$ cat src/design/evt_tmr_defs.vh
/*
 * Constants for the event counter and microsecond timer: register offsets,
 * field positions, reset values, selector encodings and timing counts.
 * Assumes it is included by bare name from the design files.
 */
`ifndef EVT_TMR_DEFS_VH
`define EVT_TMR_DEFS_VH

// Register offsets on the plain register port (word index).
`define REG_CTRL           4'h0
`define REG_TMR_SRC        4'h1
`define REG_TMR_LEN        4'h2
`define REG_TMR_VAL        4'h3
`define REG_TMR_STATE      4'h4
`define REG_CNT_LIMIT      4'h5
`define REG_CNT_VAL        4'h6
`define REG_CNT_SNAP       4'h7
`define REG_CMD            4'h8
`define REG_CNT_CFG        4'h9

// Field positions.
`define CTRL_TMR_EN        0
`define CMD_TMR_CLEAR      0
`define CMD_CNT_CLEAR      1
`define CNT_CFG_RUN        2

// Reset values.
`define TMR_LEN_RST        32'h0000_0001
`define CNT_LIMIT_RST      32'h0000_0001

// Edge selections.
`define EDGE_RISE          2'h0
`define EDGE_FALL          2'h1
`define EDGE_ANY           2'h2

// Timer launch sources.
`define SRC_OFF            5'h00
`define SRC_ACQ_START      5'h01
`define SRC_ACQ_END        5'h02
`define SRC_EXP_START      5'h03
`define SRC_EXP_END        5'h04
`define SRC_RD_START       5'h05
`define SRC_RD_END         5'h06
`define SRC_FRAME_START    5'h07
`define SRC_FRAME_TRIG     5'h08
`define SRC_BURST_END      5'h09
`define SRC_ACTION_ONE     5'h0A
`define SRC_ACTION_TWO     5'h0B
`define SRC_PIN_ONE        5'h0C
`define SRC_PIN_TWO        5'h0D
`define SRC_TMR_END        5'h0E
`define SRC_CYCLE_FIRST    5'h0F
`define SRC_CNT_END        5'h10

// Timer state readback codes.
`define TST_IDLE           2'h0
`define TST_ARMED          2'h1
`define TST_RUNNING        2'h2
`define TST_DONE           2'h3

// Timing: clock rate and the microsecond tick derived from it.
`define SYS_CLK_HZ         50000000
`define TICK_TIME_US       1
`define TICK_CYCLES        ((`SYS_CLK_HZ / 1000000) * `TICK_TIME_US)

`endif

$ cat src/design/us_tick_gen.v
/*
 * Prescaler that produces a one-cycle enable once per microsecond.
 * Assumes a single system clock at the rate given in the constants header.
 */
`include "evt_tmr_defs.vh"

module us_tick_gen
(
	// Clock and reset.
	input  wire        sys_clk,
	input  wire        rst_n,
	// Tick output.
	output reg         tick
);

	// The count is cut to the divider width on purpose; it fits easily.
	localparam integer LAST_INT = `TICK_CYCLES - 1;
	localparam [7:0]   LAST     = LAST_INT[7:0];

	reg [7:0] div_reg;

	////////////////////////////////////////////////////////////////////////////
	// Free-running divider; the tick is registered so it never glitches.
	always @(posedge sys_clk)
	begin
		if (!rst_n)
		begin
			div_reg <= 8'h00;
			tick    <= 1'b0;
		end
		else if (div_reg == LAST)
		begin
			div_reg <= 8'h00;
			tick    <= 1'b1;
		end
		else
		begin
			div_reg <= div_reg + 8'h01;
			tick    <= 1'b0;
		end
	end

endmodule

$ cat src/design/event_counter_timer.v
/*
 * Event counter tail features and a single microsecond timer with a
 * register port. Event inputs are one-cycle pulses from logic on sys_clk;
 * the two input pins are asynchronous and are synchronised here.
 */
// The strobed register port and the register addresses were decided locally.
`include "evt_tmr_defs.vh"

module event_counter_timer
(
	// Clock and reset.
	input  wire        sys_clk,
	input  wire        rst_n,
	// Register port.
	input  wire [3:0]  reg_addr,
	input  wire [31:0] reg_wdata,
	input  wire        reg_wr,
	input  wire        reg_rd,
	output reg  [31:0] reg_rdata,
	// Camera events, one-cycle pulses on sys_clk, plus the cycling active-set and first-frame levels.
	input  wire        acq_start_evt,
	input  wire        acq_end_evt,
	input  wire        exp_start_evt,
	input  wire        exp_end_evt,
	input  wire        rd_start_evt,
	input  wire        rd_end_evt,
	input  wire        frame_start_evt,
	input  wire        accepted_frame_trigger,
	input  wire        multi_frame_end_event,
	input  wire        broadcast_action_one,
	input  wire        broadcast_action_two,
	input  wire [3:0]  cycle_active_set,
	input  wire        cycle_first_frame,
	// Counter increment and clear event sources, chosen outside.
	input  wire        count_inc_evt,
	input  wire        count_clear_evt,
	// Asynchronous input pins.
	input  wire        input_pin_one,
	input  wire        input_pin_two,
	// Outputs.
	output reg         tmr_pulse_out,
	output reg         count_end_event,
	output reg         first_tmr_end_event
);

	////////////////////////////////////////////////////////////////////////////
	// Edge detector shared by counter clear and timer launch.
	function edge_hit;
		input [1:0] sel;
		input       now;
		input       was;
		begin
			case (sel)
				`EDGE_RISE: edge_hit = now & ~was;
				`EDGE_FALL: edge_hit = ~now & was;
				`EDGE_ANY:  edge_hit = now ^ was;
				default:    edge_hit = 1'b0;
			endcase
		end
	endfunction

	localparam [1:0] CNT_SRC_EVT  = 2'h0;
	localparam [1:0] CNT_SRC_PIN1 = 2'h1;
	localparam [1:0] CNT_SRC_PIN2 = 2'h2;
	localparam [1:0] CNT_SRC_SELF = 2'h3;

	// Configuration registers.
	reg        tmr_enable_setting;
	reg [4:0]  tmr_launch_source_select;
	reg [1:0]  tmr_launch_edge_select;
	reg [31:0] tmr_pulse_length_us;
	reg [31:0] count_end_limit;
	reg [1:0]  count_clear_edge_select;
	reg [1:0]  count_clear_source_select;
	reg        count_run_reg;

	// Live state.
	reg [1:0]  tmr_state_reg;
	reg [31:0] tmr_value_reg;
	reg [31:0] count_value_reg;
	reg [31:0] count_snap_reg;

	// Pin synchronisers and edge history.
	reg [1:0]  pin1_sync;
	reg [1:0]  pin2_sync;
	reg        pin1_last;
	reg        pin2_last;

	wire tick;

	us_tick_gen u_tick
	(
		.sys_clk (sys_clk),
		.rst_n   (rst_n),
		.tick    (tick)
	);

	////////////////////////////////////////////////////////////////////////////
	// Two-flop synchronisers; only the second stage is seen by edge logic.
	always @(posedge sys_clk)
	begin
		if (!rst_n)
		begin
			pin1_sync <= 2'h0;
			pin2_sync <= 2'h0;
			pin1_last <= 1'b0;
			pin2_last <= 1'b0;
		end
		else
		begin
			pin1_sync <= {pin1_sync[0], input_pin_one};
			pin2_sync <= {pin2_sync[0], input_pin_two};
			pin1_last <= pin1_sync[1];
			pin2_last <= pin2_sync[1];
		end
	end

	// Command strobes from the register port.
	wire cmd_wr        = reg_wr && (reg_addr == `REG_CMD);
	wire tmr_clear_cmd = cmd_wr && reg_wdata[`CMD_TMR_CLEAR];
	wire cnt_clear_cmd = cmd_wr && reg_wdata[`CMD_CNT_CLEAR];

	// Pin edge hits for counter clearing and timer launch.
	wire p1_clr = edge_hit(count_clear_edge_select, pin1_sync[1], pin1_last);
	wire p2_clr = edge_hit(count_clear_edge_select, pin2_sync[1], pin2_last);
	wire p1_tl  = edge_hit(tmr_launch_edge_select, pin1_sync[1], pin1_last);
	wire p2_tl  = edge_hit(tmr_launch_edge_select, pin2_sync[1], pin2_last);

	////////////////////////////////////////////////////////////////////////////
	// Counter end and clear conditions.
	wire cnt_at_end = count_run_reg && count_inc_evt &&
	                  (count_value_reg + 32'h1 >= count_end_limit);

	reg src_clear;
	always @*
	begin
		case (count_clear_source_select)
			CNT_SRC_EVT:  src_clear = count_clear_evt;
			CNT_SRC_PIN1: src_clear = p1_clr;
			CNT_SRC_PIN2: src_clear = p2_clr;
			CNT_SRC_SELF: src_clear = cnt_at_end;
			default:      src_clear = 1'b0;
		endcase
	end

	// Counter: command clear restarts at once, source clear halts, self clear
	// keeps going so a self-sourced counter wraps.
	always @(posedge sys_clk)
	begin
		if (!rst_n)
		begin
			count_value_reg <= 32'h0000_0000;
			count_snap_reg  <= 32'h0000_0000;
			count_run_reg   <= 1'b0;
			count_end_event <= 1'b0;
		end
		else
		begin
			count_end_event <= cnt_at_end;
			if (cnt_clear_cmd)
			begin
				count_snap_reg  <= count_value_reg;
				count_value_reg <= 32'h0000_0000;
				count_run_reg   <= 1'b1;
			end
			else if (src_clear)
			begin
				count_snap_reg  <= count_value_reg;
				count_value_reg <= 32'h0000_0000;
				count_run_reg   <= (count_clear_source_select == CNT_SRC_SELF);
			end
			else if (reg_wr && reg_addr == `REG_CNT_CFG)
				count_run_reg <= reg_wdata[`CNT_CFG_RUN];
			else if (count_run_reg && count_inc_evt)
				count_value_reg <= count_value_reg + 32'h0000_0001;
		end
	end

	////////////////////////////////////////////////////////////////////////////
	// Timer launch source multiplexer.
	reg launch_evt;
	always @*
	begin
		case (tmr_launch_source_select)
			`SRC_OFF:         launch_evt = tmr_clear_cmd;
			`SRC_ACQ_START:   launch_evt = acq_start_evt;
			`SRC_ACQ_END:     launch_evt = acq_end_evt;
			`SRC_EXP_START:   launch_evt = exp_start_evt;
			`SRC_EXP_END:     launch_evt = exp_end_evt;
			`SRC_RD_START:    launch_evt = rd_start_evt;
			`SRC_RD_END:      launch_evt = rd_end_evt;
			`SRC_FRAME_START: launch_evt = frame_start_evt;
			`SRC_FRAME_TRIG:  launch_evt = accepted_frame_trigger;
			`SRC_BURST_END:   launch_evt = multi_frame_end_event;
			`SRC_ACTION_ONE:  launch_evt = broadcast_action_one;
			`SRC_ACTION_TWO:  launch_evt = broadcast_action_two;
			`SRC_PIN_ONE:     launch_evt = p1_tl;
			`SRC_PIN_TWO:     launch_evt = p2_tl;
			`SRC_TMR_END:     launch_evt = first_tmr_end_event || tmr_clear_cmd;
			`SRC_CYCLE_FIRST: launch_evt = frame_start_evt && cycle_first_frame &&
			                               (cycle_active_set == 4'h1);
			`SRC_CNT_END:     launch_evt = count_end_event;
			default:          launch_evt = 1'b0;
		endcase
	end

	wire tmr_reach = tick && (tmr_value_reg + 32'h1 >= tmr_pulse_length_us);

	////////////////////////////////////////////////////////////////////////////
	// Timer state machine. A disabled timer sits idle; with source off it
	// never arms and reads idle until the clear command launches it.
	always @(posedge sys_clk)
	begin
		if (!rst_n)
		begin
			tmr_state_reg       <= `TST_IDLE;
			tmr_value_reg       <= 32'h0000_0000;
			tmr_pulse_out       <= 1'b0;
			first_tmr_end_event <= 1'b0;
		end
		else
		begin
			first_tmr_end_event <= 1'b0;
			if (!tmr_enable_setting)
			begin
				tmr_state_reg <= `TST_IDLE;
				tmr_value_reg <= 32'h0000_0000;
				tmr_pulse_out <= 1'b0;
			end
			else
			begin
				case (tmr_state_reg)
					`TST_IDLE, `TST_ARMED, `TST_DONE:
					begin
						if (launch_evt)
						begin
							tmr_state_reg <= `TST_RUNNING;
							tmr_value_reg <= 32'h0000_0000;
							tmr_pulse_out <= 1'b1;
						end
						else if (tmr_state_reg == `TST_IDLE &&
						         tmr_launch_source_select != `SRC_OFF)
							tmr_state_reg <= `TST_ARMED;
						else if (tmr_state_reg == `TST_ARMED &&
						         tmr_launch_source_select == `SRC_OFF)
							tmr_state_reg <= `TST_IDLE;
					end
					`TST_RUNNING:
					begin
						// Launch events are ignored here.
						if (tmr_clear_cmd && tmr_launch_source_select != `SRC_OFF)
						begin
							tmr_value_reg <= 32'h0000_0000;
							tmr_state_reg <= `TST_ARMED;
							tmr_pulse_out <= 1'b0;
						end
						else if (tmr_reach)
						begin
							tmr_value_reg       <= tmr_pulse_length_us;
							tmr_state_reg       <= `TST_DONE;
							tmr_pulse_out       <= 1'b0;
							first_tmr_end_event <= 1'b1;
						end
						else if (tick)
							tmr_value_reg <= tmr_value_reg + 32'h0000_0001;
					end
					default: tmr_state_reg <= `TST_IDLE;
				endcase
			end
		end
	end

	////////////////////////////////////////////////////////////////////////////
	// Register writes. Timer settings are locked while the timer is enabled,
	// so a running pulse cannot change length under its own feet.
	always @(posedge sys_clk)
	begin
		if (!rst_n)
		begin
			tmr_enable_setting        <= 1'b0;
			tmr_launch_source_select  <= `SRC_OFF;
			tmr_launch_edge_select    <= `EDGE_RISE;
			tmr_pulse_length_us       <= `TMR_LEN_RST;
			count_end_limit           <= `CNT_LIMIT_RST;
			count_clear_edge_select   <= `EDGE_RISE;
			count_clear_source_select <= CNT_SRC_EVT;
		end
		else if (reg_wr)
		begin
			case (reg_addr)
				`REG_CTRL: tmr_enable_setting <= reg_wdata[`CTRL_TMR_EN];
				`REG_TMR_SRC:
				begin
					if (!tmr_enable_setting)
					begin
						tmr_launch_source_select <= reg_wdata[4:0];
						tmr_launch_edge_select   <= reg_wdata[9:8];
					end
				end
				`REG_TMR_LEN:
				begin
					if (!tmr_enable_setting)
						tmr_pulse_length_us <= reg_wdata;
				end
				`REG_CNT_LIMIT: count_end_limit <= reg_wdata;
				`REG_CNT_CFG:
				begin
					count_clear_source_select <= reg_wdata[1:0];
					count_clear_edge_select   <= reg_wdata[5:4];
				end
				default: ;
			endcase
		end
	end

	////////////////////////////////////////////////////////////////////////////
	// Read data, valid the cycle after the read strobe. The single timer
	// needs no instance select, so index 0 is implicit.
	always @(posedge sys_clk)
	begin
		if (!rst_n)
			reg_rdata <= 32'h0000_0000;
		else if (reg_rd)
		begin
			case (reg_addr)
				`REG_CTRL:      reg_rdata <= {31'h0, tmr_enable_setting};
				`REG_TMR_SRC:   reg_rdata <= {22'h0, tmr_launch_edge_select, 3'h0,
				                              tmr_launch_source_select};
				`REG_TMR_LEN:   reg_rdata <= tmr_pulse_length_us;
				`REG_TMR_VAL:   reg_rdata <= tmr_value_reg;
				`REG_TMR_STATE: reg_rdata <= {30'h0, tmr_state_reg};
				`REG_CNT_LIMIT: reg_rdata <= count_end_limit;
				`REG_CNT_VAL:   reg_rdata <= count_value_reg;
				`REG_CNT_SNAP:  reg_rdata <= count_snap_reg;
				`REG_CNT_CFG:   reg_rdata <= {26'h0, count_clear_edge_select,
				                              1'b0, count_run_reg,
				                              count_clear_source_select};
				default:        reg_rdata <= 32'h0000_0000;
			endcase
		end
		else
			reg_rdata <= 32'h0000_0000;
	end

endmodule

$ cat config.mk
export PLATFORM = sky130hd
export DESIGN_NAME = event_counter_timer
export DESIGN_NICKNAME = d
export VERILOG_FILES = /design/src/design/us_tick_gen.v /design/src/design/event_counter_timer.v
export VERILOG_INCLUDE_DIRS = /design/src /design/src/design
export SDC_FILE = /design/constraint.sdc
export NUM_CORES = 1
export LEC_CHECK = 0
export ABC_AREA = 1
export BUFFER_PORTS_ARGS = -buffer_cell sky130_fd_sc_hd__clkbuf_2
export CAP_MARGIN = 20
export CORE_MARGIN = 8
export CORE_UTILIZATION = 58
export CTS_BUF_LIST = sky130_fd_sc_hd__clkbuf_4 sky130_fd_sc_hd__clkbuf_8
export DETAILED_ROUTE_END_ITERATION = 6
export PLACE_DENSITY = 0.88
export RECOVER_POWER = 100
export SETUP_SLACK_MARGIN = 0.02
export SLEW_MARGIN = 15
export SYNTH_ARGS = -nofsm -noshare
export SYNTH_HDL_FRONTEND = slang
export SYNTH_SLANG_ARGS = --single-unit
$ cat constraint.sdc
create_clock -name sys_clk -period 10 [get_ports sys_clk]
set_input_delay 0.5 -clock sys_clk [delete_from_list [all_inputs] [get_ports sys_clk]]
set_output_delay 0.5 -clock sys_clk [all_outputs]
set_load 0.02 [all_outputs]
# == Word level (Yosys, flattened, before mapping) ==
# Index checks and enable logic that the tools add are counted.
# classes
add_sub_neg,3
n_mul,0
n_div,0
n_lt_le_gt_ge,2
eq_ne,41
n_shift,0
mux,29
bitwise,14
n_reduce_logical,37
# op_table
cell,n
32-bit one-hot mux with 9 select lines,1
32-bit 2-to-1 mux,6
32-bit by 1-bit adder with 32-bit output (second input constant),2
32-bit greater-or-equal comparator,2
32-bit one-hot mux with 2 select lines,1
5-bit by 4-bit == test with 1-bit output (second input constant),8
5-bit by 3-bit == test with 1-bit output (second input constant),4
2-bit AND reduction,9
1-bit one-hot mux with 17 select lines,1
4-bit by 3-bit == test with 1-bit output (second input constant),4
2-bit == test (second input constant),6
1-bit logical AND,12
1-bit one-hot mux with 3 select lines,4
5-bit by 2-bit == test with 1-bit output (second input constant),2
2-bit 2-to-1 mux,5
8-bit by 1-bit adder with 8-bit output (second input constant),1
2-bit by 1-bit == test with 1-bit output (second input constant),4
4-bit by 1-bit == test with 1-bit output (second input constant),2
4-bit by 2-bit == test with 1-bit output (second input constant),2
4-bit == test (second input constant),2
8-bit by 6-bit == test with 1-bit output (second input constant),1
2-bit logical NOT,4
1-bit 2-to-1 mux,8
1-bit NOT,8
other kinds (21),27
# totals
reg_bits,225
latchBits,0
mem_bits_rw,0
rom_bits,0
inputBits,60
out_inout_bits,35
word_cells,148
n_memories,0

# == Logic depth before layout (Yosys ltp) ==
# depth
ltp_word,7
depth_mapped,27
ltp_nobuf,26

# == Modules after synthesis ==
# A second synthesis with hierarchy kept.
# hier_totals
hier_cells,1884
area_unflattened_um2,12859.8
# by_module_without_submodules
mod,n_inst,cells_per_inst,area_each_um2,seq_area_each_um2
event_counter_timer,1,1822,12398.1,4324.1
us_tick_gen,1,62,461.7,180.2

# == Least setup slack after synthesis ==
# No wires, ideal clock.
# synth_timing
path_kind,register to register
startpoint,reg tmr_value_reg[0]
endpoint,reg tmr_value_reg[10]
setup_ns,0.132
arrival_time_ns,3.076
required_ns,9.868
path_slack_ns,6.791
stages_incl_launch_ff,22
n_path_buf,1
synth_period_minus_slack_ns,3.209
path_cell_list,dfxtp_1 -> ha_1 -> nand2_2 -> nor3_2 -> nand2_2 -> nor2_4 -> nand2_4 -> nor2_4 -> nand2_4 -> o21ai_0 -> nand2_1 -> ha_1 -> nand2_1 -> nor3_1 -> nand3_1 -> nor2_1 -> nand4_1 -> nand3_1 -> clkbuf_1 -> nand3_1 -> nand3_1 -> a21oi_1
# synth_between
elab_chain_len,6
elab_cells_between_ends,9
cone_classes,1 x add/sub; 1 x order compare; 1 x eq/ne; 4 x mux; 2 x reduce/logical
# synth_lines
element,line_no,source
from (decl),event_counter_timer.v:79,reg [31:0] tmr_value_reg;
from (signal assigned),event_counter_timer.v:259,tmr_value_reg <= tmr_pulse_length_us;
from (signal assigned),event_counter_timer.v:265,tmr_value_reg <= tmr_value_reg + 32'h0000_0001;
32-bit by 1-bit adder with 32-bit output (*),"event_counter_timer.v:207, event_counter_timer.v:265",
32-bit greater-or-equal comparator,event_counter_timer.v:207,wire tmr_reach = tick && (tmr_value_reg + 32'h1 >= tmr_pulse_length_us);
1-bit logical AND,event_counter_timer.v:207,
32-bit 2-to-1 mux,event_counter_timer.v:257,else if (tmr_reach)
32-bit 2-to-1 mux,event_counter_timer.v:251,if (tmr_clear_cmd && tmr_launch_source_select != `SRC_OFF)
32-bit one-hot mux with 2 select lines,event_counter_timer.v:232,case (tmr_state_reg)
# Every way passes the cells marked *; elsewhere a longest branch is shown, timed or not. The select of a mux whose other input is x is not followed.
# A chain may end at the register's enable or synchronous reset.

# == Worst setup path in the final report ==
# layout_timing
startpoint,reg count_value_reg[0]
endpoint,reg count_value_reg[17]
# layout_between
elab_chain_len,5
# layout_lines
element,line_no,source
from (decl),event_counter_timer.v:80,reg [31:0] count_value_reg;
from (signal assigned),event_counter_timer.v:175,count_value_reg <= count_value_reg + 32'h0000_0001;
32-bit by 1-bit adder with 32-bit output (*),"event_counter_timer.v:132, event_counter_timer.v:175",
32-bit greater-or-equal comparator,event_counter_timer.v:132,(count_value_reg + 32'h1 >= count_end_limit);
1-bit logical AND,event_counter_timer.v:131,wire cnt_at_end = count_run_reg && count_inc_evt &&
1-bit one-hot mux with 4 select lines,event_counter_timer.v:137,case (count_clear_source_select)
3-bit OR reduction (no source line),-,
# Every way passes the cells marked *; elsewhere a longest branch is shown, timed or not.

==> flow_summary.yaml <==
status:
  outcome: "finished, violations left"
  violations: "max-capacitance violations, max-slew violations"
clock_network:
  ctsHoldBuffers: 0
  cts-root-buf: "clkbuf_8"
  clkLatencyLatePin_ps: 560
  cts_setup_buffers: 0
  clock_path_buffers: 3
  cts_resized: 0
  cts_buffers: 40
  cts.sinks: 225
  clk_pin_slew_ps: 60
  htree_levels: 2
  cts_tree: "built"
finish:
  num-nets-final: 2074
  syn_to_final_growth_pct: 11.4
  num_antenna_cells: 0
  fin_util_pct: 65.4
  fin_area_um2: 14100
  n_fill_cell: 1958
  layout-drive-gt1-share_pct: 8.32
  final_cell_mix: "nand2_1 (353), inv_1 (250), dfxtp_1 (225), nor2_1 (203), a21oi_1 (191)"
  final_common_cell: "nand2_1"
grt:
  gr-total-overflow: 0
  grt_antenna_before_repair: 0
  grt_pass1_wl_um: 66300
  grtUsageTotal_pct: 30.5
  grt_max_degree: 118
  grt_pass1_vias: 13000
power:
  p_leak_nw: 6.03
  ir_drop_mv: 0.116
  p_total_w: 0.00205
  power_density_nw_per_um2: 145
timing:
  max_clock_freq_ghz: 0.157
  worst_pin_slew_ps: 4350
  period_share_pct: 63.9
  finalSetupViolCount: 0
  slew_violations: 220
  whs_ps: 123
  hold_viol: 0
  fin_tns_setup_ps: 0
  finalClockSkew_ps: 28.7
  relSlewSlack_pct: -190
  fin_crit_ps: 6390
  grt_setup_unrepaired: "no"
worst_setup_path:
  critPathMostFrequentCell: "nand2_1"
  cp_data_arrival_time_ps: 6740
  start_kind: "flip-flop"
  cpMaxStageDelayCell: "clkbuf_1"
  endpoint_kind: "flip-flop"
  cp_max_fo: 33
  critical_path_class: "flip-flop to flip-flop"
  crit_path_max_incr_delay_ps: 1210
  required_ps: 10360
yosys:
  synth_ff_type: "dfxtp_1"
  synth-xor-area-share_pct: 3.38
  ys_seq_elements: 225
  muxShareOfSynthArea_pct: 0
  syn_area_um2: 12700
  ys_seq_area_share_pct: 35.5
  syn_inst: 1869
  ys_types: 48
  synth_edf_count: 0
  synthArstFlopShare_pct: 0
  synth_compound_area_share_pct: 17.3
  avgSynthCellArea_um2: 6.79
  synthAdderAreaFrac_pct: 7.10
  synthSimpleGateAreaFrac_pct: 26.6
  syn_nets: 2001
  ys_warn_count: 0
  synth_top_family_by_area: "simple AND/OR/NAND/NOR gates"
place:
  gp_congestion: 1.00
  placed_area_um2: 13300
  post-dp-hpwl_um: 29900
  port_buffers: 94
floorplan:
  coreArea_um2: 21600
  io_pins: 95
  die_h_um: 164
  core.rowCount: 54
  die_x_um: 164
  start_util_pct: 58.7
  die-area_um2: 26900
route:
  wirelength_um: 41300
  antenna_left: 0
  viasPerCell: 5.95
  drt_first_pass_iters: 5
  drc: 0
  drt_iter0_markers: 1548
  vias: 13400
  routedWlPerCell_um: 18.4
flow_run:
  maxCapViolCount: 4
hold_path:
  hold_path.class: "primary input to flip-flop"
## metrics by stage
step                      setup slack (ps)  cells
after floorplan                       6790   1869
after global placement                5730   2177
after detailed placement              5490   2177
after CTS                             5410   2249
after global routing                  3010   2252
final                                 3610   2252
## Yosys cell counts (2+ instances only)
master     instances  area share [%]
clkbuf_1          60             1.8
nor2_2             4            0.20
inv_2              3           0.089
buf_1              3           0.089
nor2_1           203             6.0
nor4_1            11            0.54
ha_1              72             7.1
o21a_1             2            0.12
nand3_1          129             5.1
a31oi_1           12            0.59
nand3b_1           2            0.12
o211ai_1           2            0.12
buf_2             10            0.39
or2_2              2           0.099
a2111oi_0          2            0.14
nand4_1           23             1.1
xor2_1            48             3.3
a21oi_1          191             7.5
o21ai_0          144             5.7
clkinv_1           3           0.089
dfxtp_1          225              35
a221oi_1          17             1.2
nand2_4            2            0.18
buf_6              3            0.27
and3_1             2           0.099
nor2_4             3            0.27
o22ai_1           29             1.4
nand2_1          353              10
nor3_1            37             1.5
inv_1            250             7.4
nand2_2            4            0.20
nor3b_1            2            0.12
## logic make-up after synthesis
group,Yosys count
adders and majority gates,72
xor gates and xnor gates,49
DFF,225
and+or+nand+nor,785
buffers and inverters,333
AOI/OAI and AO/OA,405
## path summary, 6_finish.rpt
check	startpoint	endpoint	slack (ps)	cells past startpoint
hold / removal	input_pin_two	pin2_sync[0]	120	3
setup reg to reg	count_value_reg[0]	count_value_reg[17]	3610	25
hold reg to reg	pin2_sync[0]	pin2_sync[1]	420	2
setup / recovery	count_value_reg[0]	count_value_reg[17]	3610	25
## worst max-delay path: cells and delay by family, from the launching register on
kind / cells / cell delay (ps)
buf+inv: 4 / 2100
compound gates: 2 / 180
flops: 1 / 460
simple gates: 17 / 2940
fa+ha+maj: 1 / 290
xor+xnor: 1 / 170
## layer usage
| layer | global-route usage, % | vias to the layer above | part of all wire [%] |
|---|---|---|---|
| met1 | 37.9 | 6110 | 40 |
| met5 | 0 | - | 0 |
| met2 | 48.4 | 782 | 44 |
| met4 | 18.8 | 0 | 6.5 |
| li1 | - | 6318 | - |
| met3 | 5.79 | 196 | 9.8 |
## power breakdown
part / internal [W] / switching (W)
combinational: 0.0000556 / 0.000134
clock: 0.000532 / 0.000399
sequential: 0.000918 / 0.0000138
total: 0.00151 / 0.000547
## cell type report
| cell class | instances | area [um^2] | share of cell area [%] |
|---|---|---|---|
| clock buffer | 59 | 743 | 5.26 |
| clock inverter | 13 | 125 | 0.885 |
| multi-input combinational | 1311 | 6890 | 48.8 |
| timing repair buffer | 108 | 557 | 3.94 |
| tap | 280 | 350 | 2.48 |
| inverter | 256 | 961 | 6.80 |
| sequential | 225 | 4500 | 31.9 |
Power figures use the tool's default switching activity.
